## config.mk

```make
export PLATFORM = sky130hd
export DESIGN_NAME = lpb_bus_master
export DESIGN_NICKNAME = d
export VERILOG_FILES = /design/src/verilog/lpb_sync2.v /design/src/verilog/lpb_byte_fifo.v /design/src/verilog/lpb_bus_master.v
export VERILOG_INCLUDE_DIRS = /design/src /design/src/verilog
export SDC_FILE = /design/constraint.sdc
export NUM_CORES = 1
export LEC_CHECK = 0
export ABC_AREA = 1
export BUFFER_PORTS_ARGS = -buffer_cell sky130_fd_sc_hd__buf_2
export CAP_MARGIN = 20
export CORE_MARGIN = 4
export CORE_UTILIZATION = 52
export CTS_CLUSTER_DIAMETER = 100
export CTS_CLUSTER_SIZE = 28
export DETAILED_ROUTE_END_ITERATION = 10
export HOLD_SLACK_MARGIN = 0.03
export PLACE_DENSITY_LB_ADDON = 0.08
export SYNTH_ARGS = -nofsm -noshare
export SYNTH_HDL_FRONTEND = slang
export SYNTH_HIERARCHICAL = 1
export SYNTH_SLANG_ARGS = --single-unit
```

## constraint.sdc

```tcl
create_clock -name mclk -period 2.28 [get_ports mclk]
set_input_delay 0.228 -clock mclk [delete_from_list [all_inputs] [get_ports mclk]]
set_output_delay 0.228 -clock mclk [all_outputs]
set_load 0.05 [all_outputs]
```

## src/verilog/lpb_consts.vh

```
// Constants of the parallel LCD bus master: register map, fields, resets.
// Included by the bus master and its bench; holds definitions only.
`ifndef LPB_CONSTS_VH
`define LPB_CONSTS_VH

// Byte addresses of the word registers on the AHB-Lite slave.
`define LPB_ADDR_BUS_STATUS 8'h00
`define LPB_ADDR_READ_LOW_BYTE 8'h04
`define LPB_ADDR_READ_HIGH_BYTE 8'h08
`define LPB_ADDR_FIFO_PUSH 8'h0c
`define LPB_ADDR_BUS_CONFIG 8'h10
`define LPB_ADDR_BITS 8

// Status fields.
`define LPB_STAT_ROOM_BIT 0
`define LPB_STAT_VALID_BIT 1

// Command byte fields.
`define LPB_CMD_DC_BIT 0
`define LPB_CMD_READ_BIT 1

// Configuration fields and reset values.
`define LPB_CFG_LOW_LSB 0
`define LPB_CFG_HIGH_LSB 8
`define LPB_CFG_WIDE_BIT 16
`define LPB_READ_LOW_RESET 8'h02
`define LPB_READ_HIGH_RESET 8'h01

// Strobe timing in component clock periods, and the room-flag threshold in bytes.
`define LPB_READ_LOW_MIN 8'h02
`define LPB_READ_HIGH_MIN 8'h01
`define LPB_WRITE_HIGH_HOLD 8'h02
`define LPB_ROOM_BYTES 2

// AHB transfer type code for a non-sequential transfer.
`define LPB_HTRANS_NONSEQ 2'h2

`endif

```

## src/verilog/lpb_sync2.v

```verilog
// Two-flop synchroniser for a group of pin inputs.
// Assumes the group is only sampled while it is known to be stable.
`timescale 1ns/10ps
module lpb_sync2 #(
  parameter WIDTH = 8
) (
  input wire mclk,
  input wire rst_n,
  input wire [WIDTH-1:0] pinIn,
  output reg [WIDTH-1:0] syncOut
);
  reg [WIDTH-1:0] stage1_q;

  always @(posedge mclk)
  begin
    if (!rst_n)
    begin
      stage1_q <= {WIDTH{1'b0}};
      syncOut <= {WIDTH{1'b0}};
    end
    else
    begin
      stage1_q <= pinIn;
      syncOut <= stage1_q;
    end
  end
endmodule // lpb_sync2

```

## src/verilog/lpb_byte_fifo.v

```verilog
// Shared command/data FIFO in flip-flops, with valid/ready on both sides.
// Assumes one clock; the fill count is exported for the room flag.
`timescale 1ns/10ps
module lpb_byte_fifo #(
  parameter WIDTH = 8,
  parameter DEPTH = 8,
  parameter AW = 3
) (
  input wire mclk,
  input wire rst_n,
  input wire inValid,
  output wire inReady,
  input wire [WIDTH-1:0] inData,
  output wire outValid,
  input wire outReady,
  output wire [WIDTH-1:0] outData,
  output reg [AW:0] fillCount
);
  reg [WIDTH-1:0] mem [0:DEPTH-1];
  reg [AW-1:0] wrPtr_q;
  reg [AW-1:0] rdPtr_q;
  wire doPush;
  wire doPop;

  assign inReady = (fillCount != DEPTH[AW:0]);
  assign outValid = (fillCount != {(AW+1){1'b0}});
  assign outData = mem[rdPtr_q];
  assign doPush = inValid && inReady;
  assign doPop = outValid && outReady;

  always @(posedge mclk)
  begin
    if (doPush)
      mem[wrPtr_q] <= inData;
  end

  always @(posedge mclk)
  begin
    if (!rst_n)
    begin
      wrPtr_q <= {AW{1'b0}};
      rdPtr_q <= {AW{1'b0}};
      fillCount <= {(AW+1){1'b0}};
    end
    else
    begin
      if (doPush)
        wrPtr_q <= (wrPtr_q == DEPTH[AW-1:0] - 1'b1) ? {AW{1'b0}} : wrPtr_q + 1'b1;
      if (doPop)
        rdPtr_q <= (rdPtr_q == DEPTH[AW-1:0] - 1'b1) ? {AW{1'b0}} : rdPtr_q + 1'b1;
      if (doPush && !doPop)
        fillCount <= fillCount + 1'b1;
      else if (doPop && !doPush)
        fillCount <= fillCount - 1'b1;
    end
  end
endmodule // lpb_byte_fifo

```

## src/verilog/lpb_bus_master.v

```verilog
// Parallel LCD bus master: AHB-Lite register slave, command/data FIFO and
// strobe sequencer for an 8- or 16-bit parallel bus to an LCD controller.
// Assumes a single AHB master and input lanes asynchronous to mclk.
`timescale 1ns/10ps
`include "lpb_consts.vh"
module lpb_bus_master #(
  parameter FIFO_DEPTH = 8,
  parameter FIFO_AW = 3
) (
  input wire mclk,
  input wire rst_n,
  input wire hsel,
  input wire [31:0] haddr,
  input wire [1:0] htrans,
  input wire hwrite,
  input wire [2:0] hsize,
  input wire [31:0] hwdata,
  input wire hready,
  output reg [31:0] hrdata,
  output reg hreadyout,
  output reg hresp,
  input wire [7:0] inputLowLane,
  input wire [7:0] inputHighLane,
  output reg chipSelN,
  output reg writeStrobeN,
  output reg readStrobeN,
  output reg dataCmdSel,
  output reg [7:0] outputLowLane,
  output reg [7:0] outputHighLane,
  output reg outputDriveEn
);
  localparam [8:0] ST_IDLE = 9'h001, ST_DLOW = 9'h002, ST_DHIGH = 9'h004;
  localparam [8:0] ST_WSET = 9'h008, ST_WLOW = 9'h010, ST_WHOLD = 9'h020;
  localparam [8:0] ST_RSET = 9'h040, ST_RLOW = 9'h080, ST_RHIGH = 9'h100;

  // Bus slave state.
  reg dataPhase_q, phaseWrite_q;
  reg [`LPB_ADDR_BITS-1:0] phaseAddr_q;

  // Software-visible state.
  reg [7:0] readLowCount_q, readHighCount_q, readLowByte_q, readHighByte_q;
  reg wideBus_q, dataValid_q;

  // Sequencer state.
  reg [8:0] state_q;
  reg [7:0] count_q, cmd_q, wrLow_q;
  reg captureDue_q;

  wire [7:0] syncLow, syncHigh, fifoOutData, statusByte;
  wire fifoInReady, fifoOutValid, fifoOutReady, fifoPush, roomFlag;
  wire captureNow, statusRead, lowRead, highRead;
  wire [FIFO_AW:0] fifoFill;

  // Clamp a software count to the smallest legal strobe width.
  function [7:0] clampMin;
    input [7:0] value;
    input [7:0] floor;
    clampMin = (value < floor) ? floor : value;
  endfunction

  lpb_sync2 #(
    .WIDTH(16)
  ) u_sync (
    .mclk(mclk),
    .rst_n(rst_n),
    .pinIn({inputHighLane, inputLowLane}),
    .syncOut({syncHigh, syncLow})
  );

  lpb_byte_fifo #(
    .WIDTH(8),
    .DEPTH(FIFO_DEPTH),
    .AW(FIFO_AW)
  ) u_fifo (
    .mclk(mclk),
    .rst_n(rst_n),
    .inValid(fifoPush),
    .inReady(fifoInReady),
    .inData(hwdata[7:0]),
    .outValid(fifoOutValid),
    .outReady(fifoOutReady),
    .outData(fifoOutData),
    .fillCount(fifoFill)
  );

  assign fifoOutReady = (state_q == ST_IDLE) || (state_q == ST_DLOW) || (state_q == ST_DHIGH);
  assign fifoPush = dataPhase_q && phaseWrite_q &&
    (phaseAddr_q == `LPB_ADDR_FIFO_PUSH);
  assign roomFlag = ((FIFO_DEPTH[FIFO_AW:0] - fifoFill) >= `LPB_ROOM_BYTES);
  assign statusByte = {6'h00, dataValid_q, roomFlag};
  assign captureNow = (state_q == ST_RHIGH) && captureDue_q;
  assign statusRead = dataPhase_q && !phaseWrite_q &&
    (phaseAddr_q == `LPB_ADDR_BUS_STATUS);
  assign lowRead = dataPhase_q && !phaseWrite_q &&
    (phaseAddr_q == `LPB_ADDR_READ_LOW_BYTE);
  assign highRead = dataPhase_q && !phaseWrite_q &&
    (phaseAddr_q == `LPB_ADDR_READ_HIGH_BYTE);

  // AHB-Lite slave: one wait state per transfer, FIFO writes stall when full.
  always @(posedge mclk)
  begin
    if (!rst_n)
    begin
      dataPhase_q <= 1'b0;
      phaseWrite_q <= 1'b0;
      phaseAddr_q <= {`LPB_ADDR_BITS{1'b0}};
      hrdata <= 32'h00000000;
      hreadyout <= 1'b1;
      hresp <= 1'b0;
      readLowCount_q <= `LPB_READ_LOW_RESET;
      readHighCount_q <= `LPB_READ_HIGH_RESET;
      wideBus_q <= 1'b0;
    end
    else
    begin
      hresp <= 1'b0;
      if (!dataPhase_q)
      begin
        if (hsel && hready && (htrans == `LPB_HTRANS_NONSEQ))
        begin
          dataPhase_q <= 1'b1;
          phaseWrite_q <= hwrite;
          phaseAddr_q <= {haddr[`LPB_ADDR_BITS-1:2], 2'b00};
          hreadyout <= 1'b0;
        end
      end
      else if (phaseWrite_q)
      begin
        if (phaseAddr_q == `LPB_ADDR_BUS_CONFIG)
        begin
          readLowCount_q <= clampMin(hwdata[`LPB_CFG_LOW_LSB +: 8],
            `LPB_READ_LOW_MIN);
          readHighCount_q <= clampMin(hwdata[`LPB_CFG_HIGH_LSB +: 8],
            `LPB_READ_HIGH_MIN);
          wideBus_q <= hwdata[`LPB_CFG_WIDE_BIT];
        end
        if (!fifoPush || fifoInReady)
        begin
          dataPhase_q <= 1'b0;
          hreadyout <= 1'b1;
        end
      end
      else
      begin
        dataPhase_q <= 1'b0;
        hreadyout <= 1'b1;
        case (phaseAddr_q)
          `LPB_ADDR_BUS_STATUS:
            hrdata <= {24'h000000, statusByte};
          `LPB_ADDR_READ_LOW_BYTE:
            hrdata <= {24'h000000, readLowByte_q};
          `LPB_ADDR_READ_HIGH_BYTE:
            hrdata <= {24'h000000, readHighByte_q};
          `LPB_ADDR_BUS_CONFIG:
            hrdata <= {15'h0000, wideBus_q, readHighCount_q, readLowCount_q};
          default:
            hrdata <= 32'h00000000;
        endcase
      end
    end
  end

  // Read-clear registers; a capture in the same cycle wins over the clear.
  always @(posedge mclk)
  begin
    if (!rst_n)
    begin
      dataValid_q <= 1'b0;
      readLowByte_q <= 8'h00;
      readHighByte_q <= 8'h00;
    end
    else
    begin
      if (captureNow)
      begin
        dataValid_q <= 1'b1;
        readLowByte_q <= syncLow;
        readHighByte_q <= wideBus_q ? syncHigh : 8'h00;
      end
      else
      begin
        if (statusRead)
          dataValid_q <= 1'b0;
        if (lowRead)
          readLowByte_q <= 8'h00;
        if (highRead)
          readHighByte_q <= 8'h00;
      end
    end
  end

  // Strobe sequencer.
  always @(posedge mclk)
  begin
    if (!rst_n)
    begin
      state_q <= ST_IDLE;
      count_q <= 8'h00;
      cmd_q <= 8'h00;
      wrLow_q <= 8'h00;
      captureDue_q <= 1'b0;
      chipSelN <= 1'b1;
      writeStrobeN <= 1'b1;
      readStrobeN <= 1'b1;
      dataCmdSel <= 1'b0;
      outputLowLane <= 8'h00;
      outputHighLane <= 8'h00;
      outputDriveEn <= 1'b0;
    end
    else
    begin
      case (state_q)
        ST_IDLE:
        begin
          chipSelN <= 1'b1;
          writeStrobeN <= 1'b1;
          readStrobeN <= 1'b1;
          outputDriveEn <= 1'b0;
          if (fifoOutValid)
          begin
            cmd_q <= fifoOutData;
            if (fifoOutData[`LPB_CMD_READ_BIT])
            begin
              state_q <= ST_RSET;
              chipSelN <= 1'b0;
              dataCmdSel <= fifoOutData[`LPB_CMD_DC_BIT];
            end
            else
              state_q <= ST_DLOW;
          end
        end
        ST_DLOW:
        begin
          if (fifoOutValid)
          begin
            wrLow_q <= fifoOutData;
            if (wideBus_q)
              state_q <= ST_DHIGH;
            else
            begin
              state_q <= ST_WSET;
              chipSelN <= 1'b0;
              dataCmdSel <= cmd_q[`LPB_CMD_DC_BIT];
              outputLowLane <= fifoOutData;
              outputDriveEn <= 1'b1;
            end
          end
        end
        ST_DHIGH:
        begin
          if (fifoOutValid)
          begin
            state_q <= ST_WSET;
            chipSelN <= 1'b0;
            dataCmdSel <= cmd_q[`LPB_CMD_DC_BIT];
            outputLowLane <= wrLow_q;
            outputHighLane <= fifoOutData;
            outputDriveEn <= 1'b1;
          end
        end
        ST_WSET:
        begin
          state_q <= ST_WLOW;
          writeStrobeN <= 1'b0;
        end
        ST_WLOW:
        begin
          writeStrobeN <= 1'b1;
          chipSelN <= 1'b1;
          state_q <= ST_WHOLD;
          count_q <= `LPB_WRITE_HIGH_HOLD - 8'h01;
        end
        ST_WHOLD:
        begin
          if (count_q == 8'h00)
          begin
            state_q <= ST_IDLE;
            outputDriveEn <= 1'b0;
          end
          else
            count_q <= count_q - 8'h01;
        end
        ST_RSET:
        begin
          state_q <= ST_RLOW;
          readStrobeN <= 1'b0;
          count_q <= readLowCount_q - 8'h01;
        end
        ST_RLOW:
        begin
          if (count_q == 8'h00)
          begin
            state_q <= ST_RHIGH;
            readStrobeN <= 1'b1;
            chipSelN <= 1'b1;
            count_q <= readHighCount_q - 8'h01;
            captureDue_q <= 1'b1;
          end
          else
            count_q <= count_q - 8'h01;
        end
        ST_RHIGH:
        begin
          captureDue_q <= 1'b0;
          if (count_q == 8'h00)
            state_q <= ST_IDLE;
          else
            count_q <= count_q - 8'h01;
        end
        default:
          state_q <= ST_IDLE;
      endcase
    end
  end
endmodule // lpb_bus_master

```

## After elaboration in Yosys (flattened, before gate mapping)

Memory sizes are Yosys's and may differ from the RTL's. A register that Yosys moved wholly into a read port is not among the register bits.
Cells that the tools add are included.

| word-level totals | value |
|---|---|
| output and inout port bits | 55 |
| logic and storage cells | 184 |
| RAM bits | 64 |
| memories | 1 |
| register bits | 165 |

| operators by class | value |
|---|---|
| reduce and logical (&&, ||, !) cells | 53 |
| equal/unequal tests | 27 |
| add/sub/neg operators | 8 |
| multiplexer cells | 62 |
| order comparisons | 3 |
| bitwise gates (word level) | 2 |

Memories:

| memory | words | bits a word | rd ports | clocked after Yosys merged registers in | wr ports | line | RTL |
|---|---|---|---|---|---|---|---|
| u_fifo.mem | 8 | 8 | 1 | 1 | 1 | lpb_byte_fifo.v:19 | `reg [WIDTH-1:0] mem [0:DEPTH-1];` |

Operators by type and width:

| operator | count |
|---|---|
| 2-to-1 mux 8 bit | 12 |
| one-hot mux 9 bit (8 select lines) | 1 |
| one-hot mux 17 bit (4 select lines) | 1 |
| 2-to-1 mux 9 bit | 5 |
| greater-or-equal comparator 32 x 2 -> 1 bit, second input constant | 1 |
| one-hot mux 8 bit (4 select lines) | 1 |
| 2-to-1 mux 1 bit | 27 |
| subtractor 8 x 1 -> 8 bit, second input constant | 3 |
| AND reduction 2 bit | 9 |
| zero test 8 bit | 2 |
| one-hot mux 8 bit (2 select lines) | 1 |
| nonzero test 2 bit | 8 |
| AND reduction 5 bit | 3 |
| logical AND 1 bit | 13 |
| equality test 6 x 2 -> 1 bit, second input constant | 2 |
| 2-to-1 mux 3 bit | 4 |
| 2-to-1 mux 4 bit | 3 |
| nonzero test 4 bit | 3 |
| != test 2 bit, second input constant | 5 |
| equality test 9 x 1 -> 1 bit, second input constant | 1 |
| equality test 9 x 2 -> 1 bit, second input constant | 1 |
| equality test 9 x 3 -> 1 bit, second input constant | 1 |
| equality test 9 x 4 -> 1 bit, second input constant | 1 |
| equality test 9 x 5 -> 1 bit, second input constant | 1 |
| 31 further kinds | 46 |

## Logic depth before layout (Yosys ltp)

Gate-level depths: netlist (run 1).

| depth | value |
|---|---|
| word-level depth | 7 |
| depth in mapped cells | 18 |
| mapped depth without buffers | 18 |

## Cells and area by module

The synthesis (run 1) kept the hierarchy.

By module, submodules not included:

| module | area an instance (um^2) | times used | cells an instance | seq. area each (um^2) |
|---|---|---|---|---|
| lpb_bus_master | 5,524.0 | 1 | 786 | 2,162.1 |
| lpb_byte_fifo | 3,309.4 | 1 | 307 | 2,182.1 |
| lpb_sync2 | 914.6 | 1 | 99 | 640.6 |

## Worst setup path before layout (run 1)

OpenSTA, ideal clock, no wires.

| path | value |
|---|---|
| kind | register to register |
| start | register state_q[4] |
| end | register u_fifo.fillCount[3] |
| setup time | 0.109 ns |
| buffers on the path | 0 |
| required time | 2.171 ns |
| arrival | 2.246 ns |
| cell stages (with the launch flop) | 17 |
| period minus slack after synthesis | 2.354 ns |
| setup slack | -0.074 ns |
| cells stage by stage | dfxtp_1 > nor2_4 > nand2_4 > nor2_8 > nand2_4 > nand2_4 > nor2_4 > inv_2 > nand2_2 > ha_1 > inv_1 > ha_1 > or2_2 > nand3_1 > nand3_1 > nand2_1 > inv_1 |

| on the way | value |
|---|---|
| word-level cells in the longest chain between the ends | 7 |
| elaborated cells between the ends (all ways) | 11 |
| those cells by class | eq/ne (3); mux (1); reduce/logical (7) |

RTL lines:

| item | line | RTL |
|---|---|---|
| start: declaration | lpb_bus_master.v:45 | `reg [8:0] state_q;` |
| start signal: assignment | lpb_bus_master.v:197 | `state_q <= ST_IDLE;` |
| start signal: assignment | lpb_bus_master.v:224 | `state_q <= ST_RSET;` |
| start signal: assignment | lpb_bus_master.v:229 | `state_q <= ST_DLOW;` |
| equality test 9 x 1 -> 1 bit or equality test 9 x 2 -> 1 bit (tied branches) | lpb_bus_master.v:86 | `assign fifoOutReady = (state_q == ST_IDLE) \|\| (state_q == ST_DLOW) \|\| (state_q == ST_DHIGH);` |
| logical OR 1 bit | lpb_bus_master.v:86 |  |
| logical OR 1 bit * | lpb_bus_master.v:86 |  |
| net fifoOutReady | lpb_bus_master.v:50 | `wire fifoInReady, fifoOutValid, fifoOutReady, fifoPush, roomFlag;` |
| logical AND 1 bit * | lpb_byte_fifo.v:29 | `assign doPop = outValid && outReady;` |
| zero test 1 bit | lpb_byte_fifo.v:51 | `if (doPush && !doPop)` |
| logical AND 1 bit | lpb_byte_fifo.v:51 |  |
| 2-to-1 mux 4 bit or nonzero test 2 bit (tied branches) | n/a |  |
| end signal: assignment | lpb_byte_fifo.v:43 | `fillCount <= {(AW+1){1'b0}};` |
| end signal: assignment | lpb_byte_fifo.v:52 | `fillCount <= fillCount + 1'b1;` |
| end signal: assignment | lpb_byte_fifo.v:54 | `fillCount <= fillCount - 1'b1;` |
| end: declaration | lpb_byte_fifo.v:17 | `output reg [AW:0] fillCount` |

Mark *: on every way through the listed nets, which the timed path passes. The rest lies on a longest branch.
A chain may end at the register's enable or synchronous reset.

## Worst setup path after layout (run 1)

Same ends and word-level chain as after synthesis.

==> summary.txt, run 1 <==
CTS
  – Clk Tree Root Cell: clkbuf_16
  – Skew-Pair Late Insertion Delay: approximately 0.47 ns
  – CTS tree: done
  – CTS clk-pin slew, worst paths: 0.11 ns
  – Maximum buffer depth of the clock tree: 3
  – CTS Buf Count: 11
  – Clock sinks: 217
  – CTS H-Tree Depth: 1

Die
  – Die Wd: 144.9 um
  – Row count: 49
  – Top Ports: 145
  – Die Y: 144.9 um
  – Die footprint: 21000 um^2
  – Core footprint: roughly 18000 um^2
  – Initial Util: 53.54%

Power and ir drop
  – Part of the power in registers: 45.7%
  – Peak supply drop: roughly 0.00052 V
  – Sw Ratio: 35.06%
  – Switching power: approximately 3300 uW
  – LEAKAGE: 0.004887 uW
  – Logic pwr share: 31.7%
  – Clock power frac: 22.6%
  – P_int: 6145 uW
  – Pwr per Cell Area: 856.5 nW/um^2

STA
  – Final worst slack: about 0.084 ns
  – Setup Skew: 0.02541 ns
  – Tcrit/Tclk final: a little over nine tenths
  – Hold slack: around 0.044 ns
  – Final-report hold violation count: 0
  – Final setup viols: 0
  – Max_slew headroom: 53.87%
  – Worst slew pin tran: approximately 0.69 ns
  – Crit path time final: approximately 2.2 ns
  – RSZ-0062 raised after global routing: true
  – Maximum clock frequency: 0.4553 GHz
  – TNS Setup: 0 ns
  – Pins Over Slew Limit: 0

Worst setup path
  – Worst R2R Setup Slack: 0.08 ns
  – Critical path class: reg2reg
  – Reg2Reg Depth: 17
  – CP endpoint kind: flip-flop
  – Req. time, crit path: 2.70 ns
  – Reg-to-reg endpoint: u_fifo/fillCount[3]
  – WP data arrival: 2.62 ns
  – CP Capture Point: u_fifo/fillCount[3]
  – Critical Path Start Type: flip-flop
  – R2R Path Start: state_q[4]
  – Critical Path Start: state_q[4]
  – Worst-path maximum fanout: 4

Global route
  – Global Route Usage Sum: 19.62%
  – First-pass GRT wire length: 35270 um
  – Vias in the first global route: 7227
  – Pin count of the biggest net entering global routing: slightly above 100
  – GR Overflow Total: 0
  – Antenna violations before repair: 0

Logic synthesis
  – Ys Warns: 6
  – Main synth FF type: dfxtp_1
  – Synthesis-stage register bit count: 217
  – Adder-cell area share of the yosys netlist: 1.874%
  – Mean post-synth cell area: 8.178 um^2
  – Top-area cell type share of the netlist area: 31.42%
  – Mux cell area share after synthesis: 0%
  – Largest family of logic cells by synthesized area: simple AND/OR/NAND/NOR gates
  – Simple-gate area share of the yosys netlist: 26.49%
  – Mapped cell area: 9748 um^2
  – Distinct cell type count after synthesis: 46
  – XOR/XNOR Fraction of Synth Area: 0.6289%
  – Gate Count Post-Synth: 1192
  – Ys async rst share: 0%
  – Synth area leaders: dfxtp_1 31%, edfxtp_1 20%, nand2_1 10%, nor2_1 6.3%, a21oi_1 4.5%
  – Sequential share of the synthesized area: 51.14%
  – Post-synthesis compound-gate area fraction: 11.09%
  – Biggest area consumer among synthesized cells: dfxtp_1
  – Number of flops mapped to enable cells by yosys: 64

Drt
  – First drt pass iteration count: 5
  – Final ANT Viol Nets: 0
  – Via-to-Cell Ratio: 5.019
  – DRC: 0
  – DRT iter0 DRCs: 465
  – Vias: 7744
  – Wire per inst: 13.95 um
  – Routed wire length: roughly 22000 um

Run
  – Max-cap violations: 0

Run status
  – Status: finished clean

Place
  – IO Port Bufs: 84
  – RePlAce Congestion: a little under 0.9
  – Pre-CTS WS: 0.01451 ns
  – Hpwl dp: between 10000 and 15000 um

Final layout
  – # nets final: 1415
  – Inserted Diodes: 0
  – Area grow syn2layout: 13.35%
  – Share of cells above drive strength 1: 16.67%

Worst hold path
  – Worst min path class: in2reg
## power groups by stage
stage          Sequential [uW]  Combinational (uW)  Clock, uW
2_1_floorplan             4550                2100          0
6_report                  4320                3000       2140
3_5_place_dp              4400                2840          0
4_1_cts                   4310                2880       2210
5_1_grt                   4350                3320       2350
3_3_place_gp              4400                2820          0
## cells by family (layout without fill, tap and decap cells)
kind of cell / count (synthesis) / count (layout)
adder cells (fa/ha/maj): 14 / 14
flip-flops: 217 / 217
AND/OR/NAND/NOR: 567 / 567
XOR/XNOR: 7 / 7
AO/OA/AOI/OAI: 208 / 208
buffers and inverters: 178 / 285
other: 1 / 16
## per-stage QoR
step           power [uW]  cell area [um^2]  util [%]  instances
2_1_floorplan        6646              9841         -       1207
3_3_place_gp         7213             10440     57.33       1502
3_5_place_dp         7234             10440     57.33       1502
4_1_cts              9394             10950     60.15       1538
5_1_grt             10020             11050     60.68       1543
6_report             9463             11050     60.68       1543
## how the worst min path moves through the flow
stage | to | start | slack [ns] | cells after the start
after floorplan | u_sync/syncOut[13] | rst_n | 0.32 | 2
after global placement | u_sync/syncOut[2] | u_sync/stage1_q[2] | 0.39 | 2
after detailed placement | u_sync/syncOut[1] | u_sync/stage1_q[1] | 0.40 | 2
after CTS | phaseAddr_q[6] | haddr[6] | 0.03 | 3
after global routing | phaseAddr_q[6] | haddr[6] | 0.04 | 3
final | phaseAddr_q[4] | haddr[4] | 0.04 | 3
## cells in the mapped netlist, drive strengths merged, types with 13 or more instances
| cell type | n |
|---|---|
| a21oi | 88 |
| nor2 | 186 |
| clkbuf | 16 |
| ha | 13 |
| nand2 | 284 |
| edfxtp | 64 |
| dfxtp | 153 |
| nand3 | 70 |
| inv | 126 |
| o21ai | 106 |
| nor3 | 14 |
| buf | 34 |
## state kept, by name, summed over array words and instances, names as in the netlist, 3 cells and up, named ones only
name              flops
count_q               8
u_sync/syncOut       16
hrdata               17
outputLowLane         8
readHighByte_q        8
readLowCount_q        8
u_fifo/rdPtr_q        3
u_fifo/fillCount      4
u_fifo/wrPtr_q        3
phaseAddr_q           6
readLowByte_q         8
state_q               9
readHighCount_q       8
u_fifo/mem           64
outputHighLane        8
wrLow_q               8
u_sync/stage1_q      16
## metal layers
metal,vias to the layer above,routed length [um],track usage [%]
met5,-,0,0
met3,19,704,1.996
met2,135,9914,32.16
met1,3533,10560,28.59
li1,4057,-,-
met4,0,337,3.990
## area by class of cell
cell class | count | area, um^2
Timing Repair Buffer | 141 | 914.6
Sequential cell | 217 | 5000
Multi-Input combinational cell | 812 | 4045
Clock buffer | 14 | 286.5
Clock inverter | 2 | 26.28
Fill cell | 1612 | 7159
Inverter | 128 | 490.5
Tap cell | 229 | 286.5
## worst max-delay path: stages, from the launching register on
cell and delay [ns]:
dfxtp_4 0.37, nor2_4 0.14, nand2_4 0.11, nor2_8 0.19, nand2_4 0.09, nand2_8 0.07, nor2_4 0.04, inv_2 0.09
nand2_4 0.07, ha_4 0.17, inv_4 0.06, ha_4 0.20, or2_4 0.26, nand2_1 0.07, nand2_1 0.06, nand3_1 0.08
nand2_1 0.05, inv_1 0.04
## what timing repair did
action,CTS,global route
setup endpoints to repair,1,3
hold buffers,20,0
buffers inserted,0,5
endpoints found under the hold margin,20,0
pin swaps,1,12
gates resized for setup,0,20
## cells in the final DEF (no fill, tap or decap), types with 20 or more instances in the layout
master and count:
nand2_1 270, nor2_1 163, dfxtp_1 145, inv_1 108, a21oi_1 87, buf_2 84
o21ai_0 76, edfxtp_1 64, nand3_1 59, buf_4 35, o21ai_1 30, dlygate4sd3_1 20
No activity file was read; power rests on OpenSTA's default activity.
==> run 2, diff against run 1 <==
--- a/config.mk
+++ b/config.mk
@@ -10,7 +10,7 @@
 export BUFFER_PORTS_ARGS = -buffer_cell sky130_fd_sc_hd__buf_2
 export CAP_MARGIN = 20
 export CORE_MARGIN = 4
-export CORE_UTILIZATION = 52
+export CORE_UTILIZATION = 46
 export CTS_CLUSTER_DIAMETER = 100
 export CTS_CLUSTER_SIZE = 28
 export DETAILED_ROUTE_END_ITERATION = 10
==> summary.txt, run 2 (synthesis gave the netlist of run 1 again) <==
Run status
  – Status: finished clean

Die
  – Core footprint: 20560 um^2 (+13%)
  – Row count: 52 (+6.1%)
  – Top Ports: 145 (unchanged)
  – Initial Util: 47.41% (-6.1 points)
  – Die footprint: 23590 um^2 (+12%)
  – Die Y: 153.6 um (+6.0%)
  – Die Wd: 153.6 um (+6.0%)

CTS
  – CTS clk-pin slew, worst paths: 0.11 ns (about the same)
  – CTS H-Tree Depth: 1 (unchanged)
  – CTS tree: done
  – Skew-Pair Late Insertion Delay: 0.47 ns (about the same)
  – Clock sinks: 217 (unchanged)
  – CTS Buf Count: 11 (unchanged)
  – Maximum buffer depth of the clock tree: 3 (unchanged)
  – Clk Tree Root Cell: clkbuf_16

STA
  – Worst slew pin tran: 0.8927 ns (+0.2017 ns)
  – Hold slack: 0.04214 ns (-0.001863 ns)
  – Final worst slack: 0.08152 ns (-0.001994 ns)
  – Maximum clock frequency: 0.4549 GHz (about the same)
  – Final setup viols: 0 (unchanged)
  – Max_slew headroom: 40.40% (-13 points)
  – Pins Over Slew Limit: 0 (unchanged)
  – Crit path time final: 2.198 ns (+0.001994 ns)
  – Final-report hold violation count: 0 (unchanged)
  – Setup Skew: 0.02755 ns (+0.002138 ns)
  – Tcrit/Tclk final: 96.42% (about the same)

Worst setup path
  – Critical path class: reg2reg
  – Worst-path maximum fanout: 4 (unchanged)
  – Req. time, crit path: 2.64 ns (-0.06 ns)
  – Critical Path Start Type: flip-flop
  – WP data arrival: 2.56 ns (-0.06 ns)
  – CP endpoint kind: flip-flop

Power and ir drop
  – P_int: 6186 uW (+0.67%)
  – Part of the power in registers: 45.5% (-0.2 points)
  – Switching power: 3299 uW (-0.59%)
  – Clock power frac: 22.6% (about the same)
  – Sw Ratio: 34.78% (-0.29 points)
  – LEAKAGE: 0.004917 uW (+0.62%)
  – Logic pwr share: 31.8% (about the same)
  – Peak supply drop: 0.0005723 V (+11%)
  – Pwr per Cell Area: 851.7 nW/um^2 (-0.56%)

Run
  – Max-cap violations: 0 (unchanged)

Final layout
  – Max reg flops: 64 (unchanged)
  – Largest Register: u_fifo/mem
  – Commonest cells after routing, fill and taps aside: 271 x nand2_1, 163 x nor2_1, 145 x dfxtp_1
  – Biggest regs: u_fifo/mem (64), hrdata (17)
  – # nets final: 1421 (+0.42%)
  – Commonest non-fill, non-tap cell in the layout: nand2_1
  – Share of cells above drive strength 1: 16.67% (unchanged)
  – Inserted Diodes: 0 (unchanged)
  – Area grow syn2layout: 14.25%

Drt
  – DRT iter0 DRCs: 415 (-11%)
  – Via-to-Cell Ratio: 4.833 (-3.7%)
  – Routed wire length: 21750 um (+1.1%)
  – First drt pass iteration count: 7 (+2)
  – DRC: 0 (unchanged)
  – Vias: 7684 (-0.77%)
  – Wire per inst: 13.68 um (-1.9%)
  – Final ANT Viol Nets: 0 (unchanged)

Worst hold path
  – Worst min path class: in2reg

Place
  – Hpwl dp: 15610 um (+4.4%)
  – Pre-CTS WS: -0.01561 ns (-0.03012 ns)
  – RePlAce Congestion: 0.8427 (-3.9%)
  – IO Port Bufs: 84 (unchanged)

Global route
  – Pin count of the biggest net entering global routing: 78 (-24%)
  – Antenna violations before repair: 0 (unchanged)
  – Global Route Usage Sum: 17.97% (-1.6 points)
  – GR Overflow Total: 0 (unchanged)
  – Vias in the first global route: 7082 (-2.0%)
  – First-pass GRT wire length: 35890 um (+1.8%)
run 2: repair_timing:
item	CTS	global route
hold buffers	21	0
endpoints found under the setup margin	1	3
buffers inserted	1	5
hold endpoints to repair	21	0
resized for setup	0	14
pin swaps	2	11
run 2: through the flow:
stage | setup TNS (ns) | util, % | power [uW] | area [um^2] | instances
2_1_floorplan | 0 | - | 6646 | 9841 | 1207
3_3_place_gp | 0 | 51.17 | 7271 | 10520 | 1547
3_5_place_dp | -0.01561 | 51.17 | 7282 | 10520 | 1547
4_1_cts | 0 | 53.77 | 9461 | 11050 | 1585
5_1_grt | -0.01202 | 54.17 | 10090 | 11140 | 1590
6_report | 0 | 54.17 | 9485 | 11140 | 1590
run 2: final timing paths:
check	start	endpoint	slack [ns]	cells after the start
min reg2reg	u_sync/stage1_q[6]	u_sync/syncOut[6]	0.42	2
max reg2reg	state_q[4]	u_fifo/fillCount[2]	0.08	15
max	state_q[4]	u_fifo/fillCount[2]	0.08	15
min	hwdata[8]	readHighCount_q[0]	0.04	3
run 2: power groups by stage:
stage | registers, uW | logic [uW] | clock network, uW
global placement | 4390 | 2880 | 0
detailed placement | 4400 | 2890 | 0
CTS | 4310 | 2920 | 2230
floorplan | 4550 | 2100 | 0
finish | 4320 | 3020 | 2150
global route | 4350 | 3390 | 2350
run 2: area by class of cell:
| type | instances | area, um^2 |
|---|---|---|
| inverter | 128 | 490.5 |
| clock inverter | 1 | 5.005 |
| multi-input combinational | 812 | 4033 |
| clock buffer | 15 | 311.5 |
| sequential | 217 | 4997 |
| fill | 1981 | 9423 |
| tap | 270 | 337.8 |
| timing repair buffer | 147 | 962.2 |
run 2: layer usage:
layer | vias to the layer above | track usage [%] | wire, um
met2 | 139 | 29.00 | 9968
met1 | 3463 | 26.65 | 10690
li1 | 4063 | - | -
met4 | 0 | 2.775 | 297
met3 | 19 | 2.136 | 793
met5 | - | 0 | 0
run 2: critical path, stage by stage (launching register included):
cell and delay (ns):
dfxtp_2 0.38, nor2_4 0.05, nand2_4 0.12, nor2_8 0.07, nand2_4 0.09, nand2_8 0.05, nor2_4 0.12, inv_2 0.07
nand2_4 0.08, ha_4 0.15, inv_4 0.04, buf_6 0.12, fa_1 0.37, xor2_1 0.15, o21ai_0 0.16, inv_1 0.05
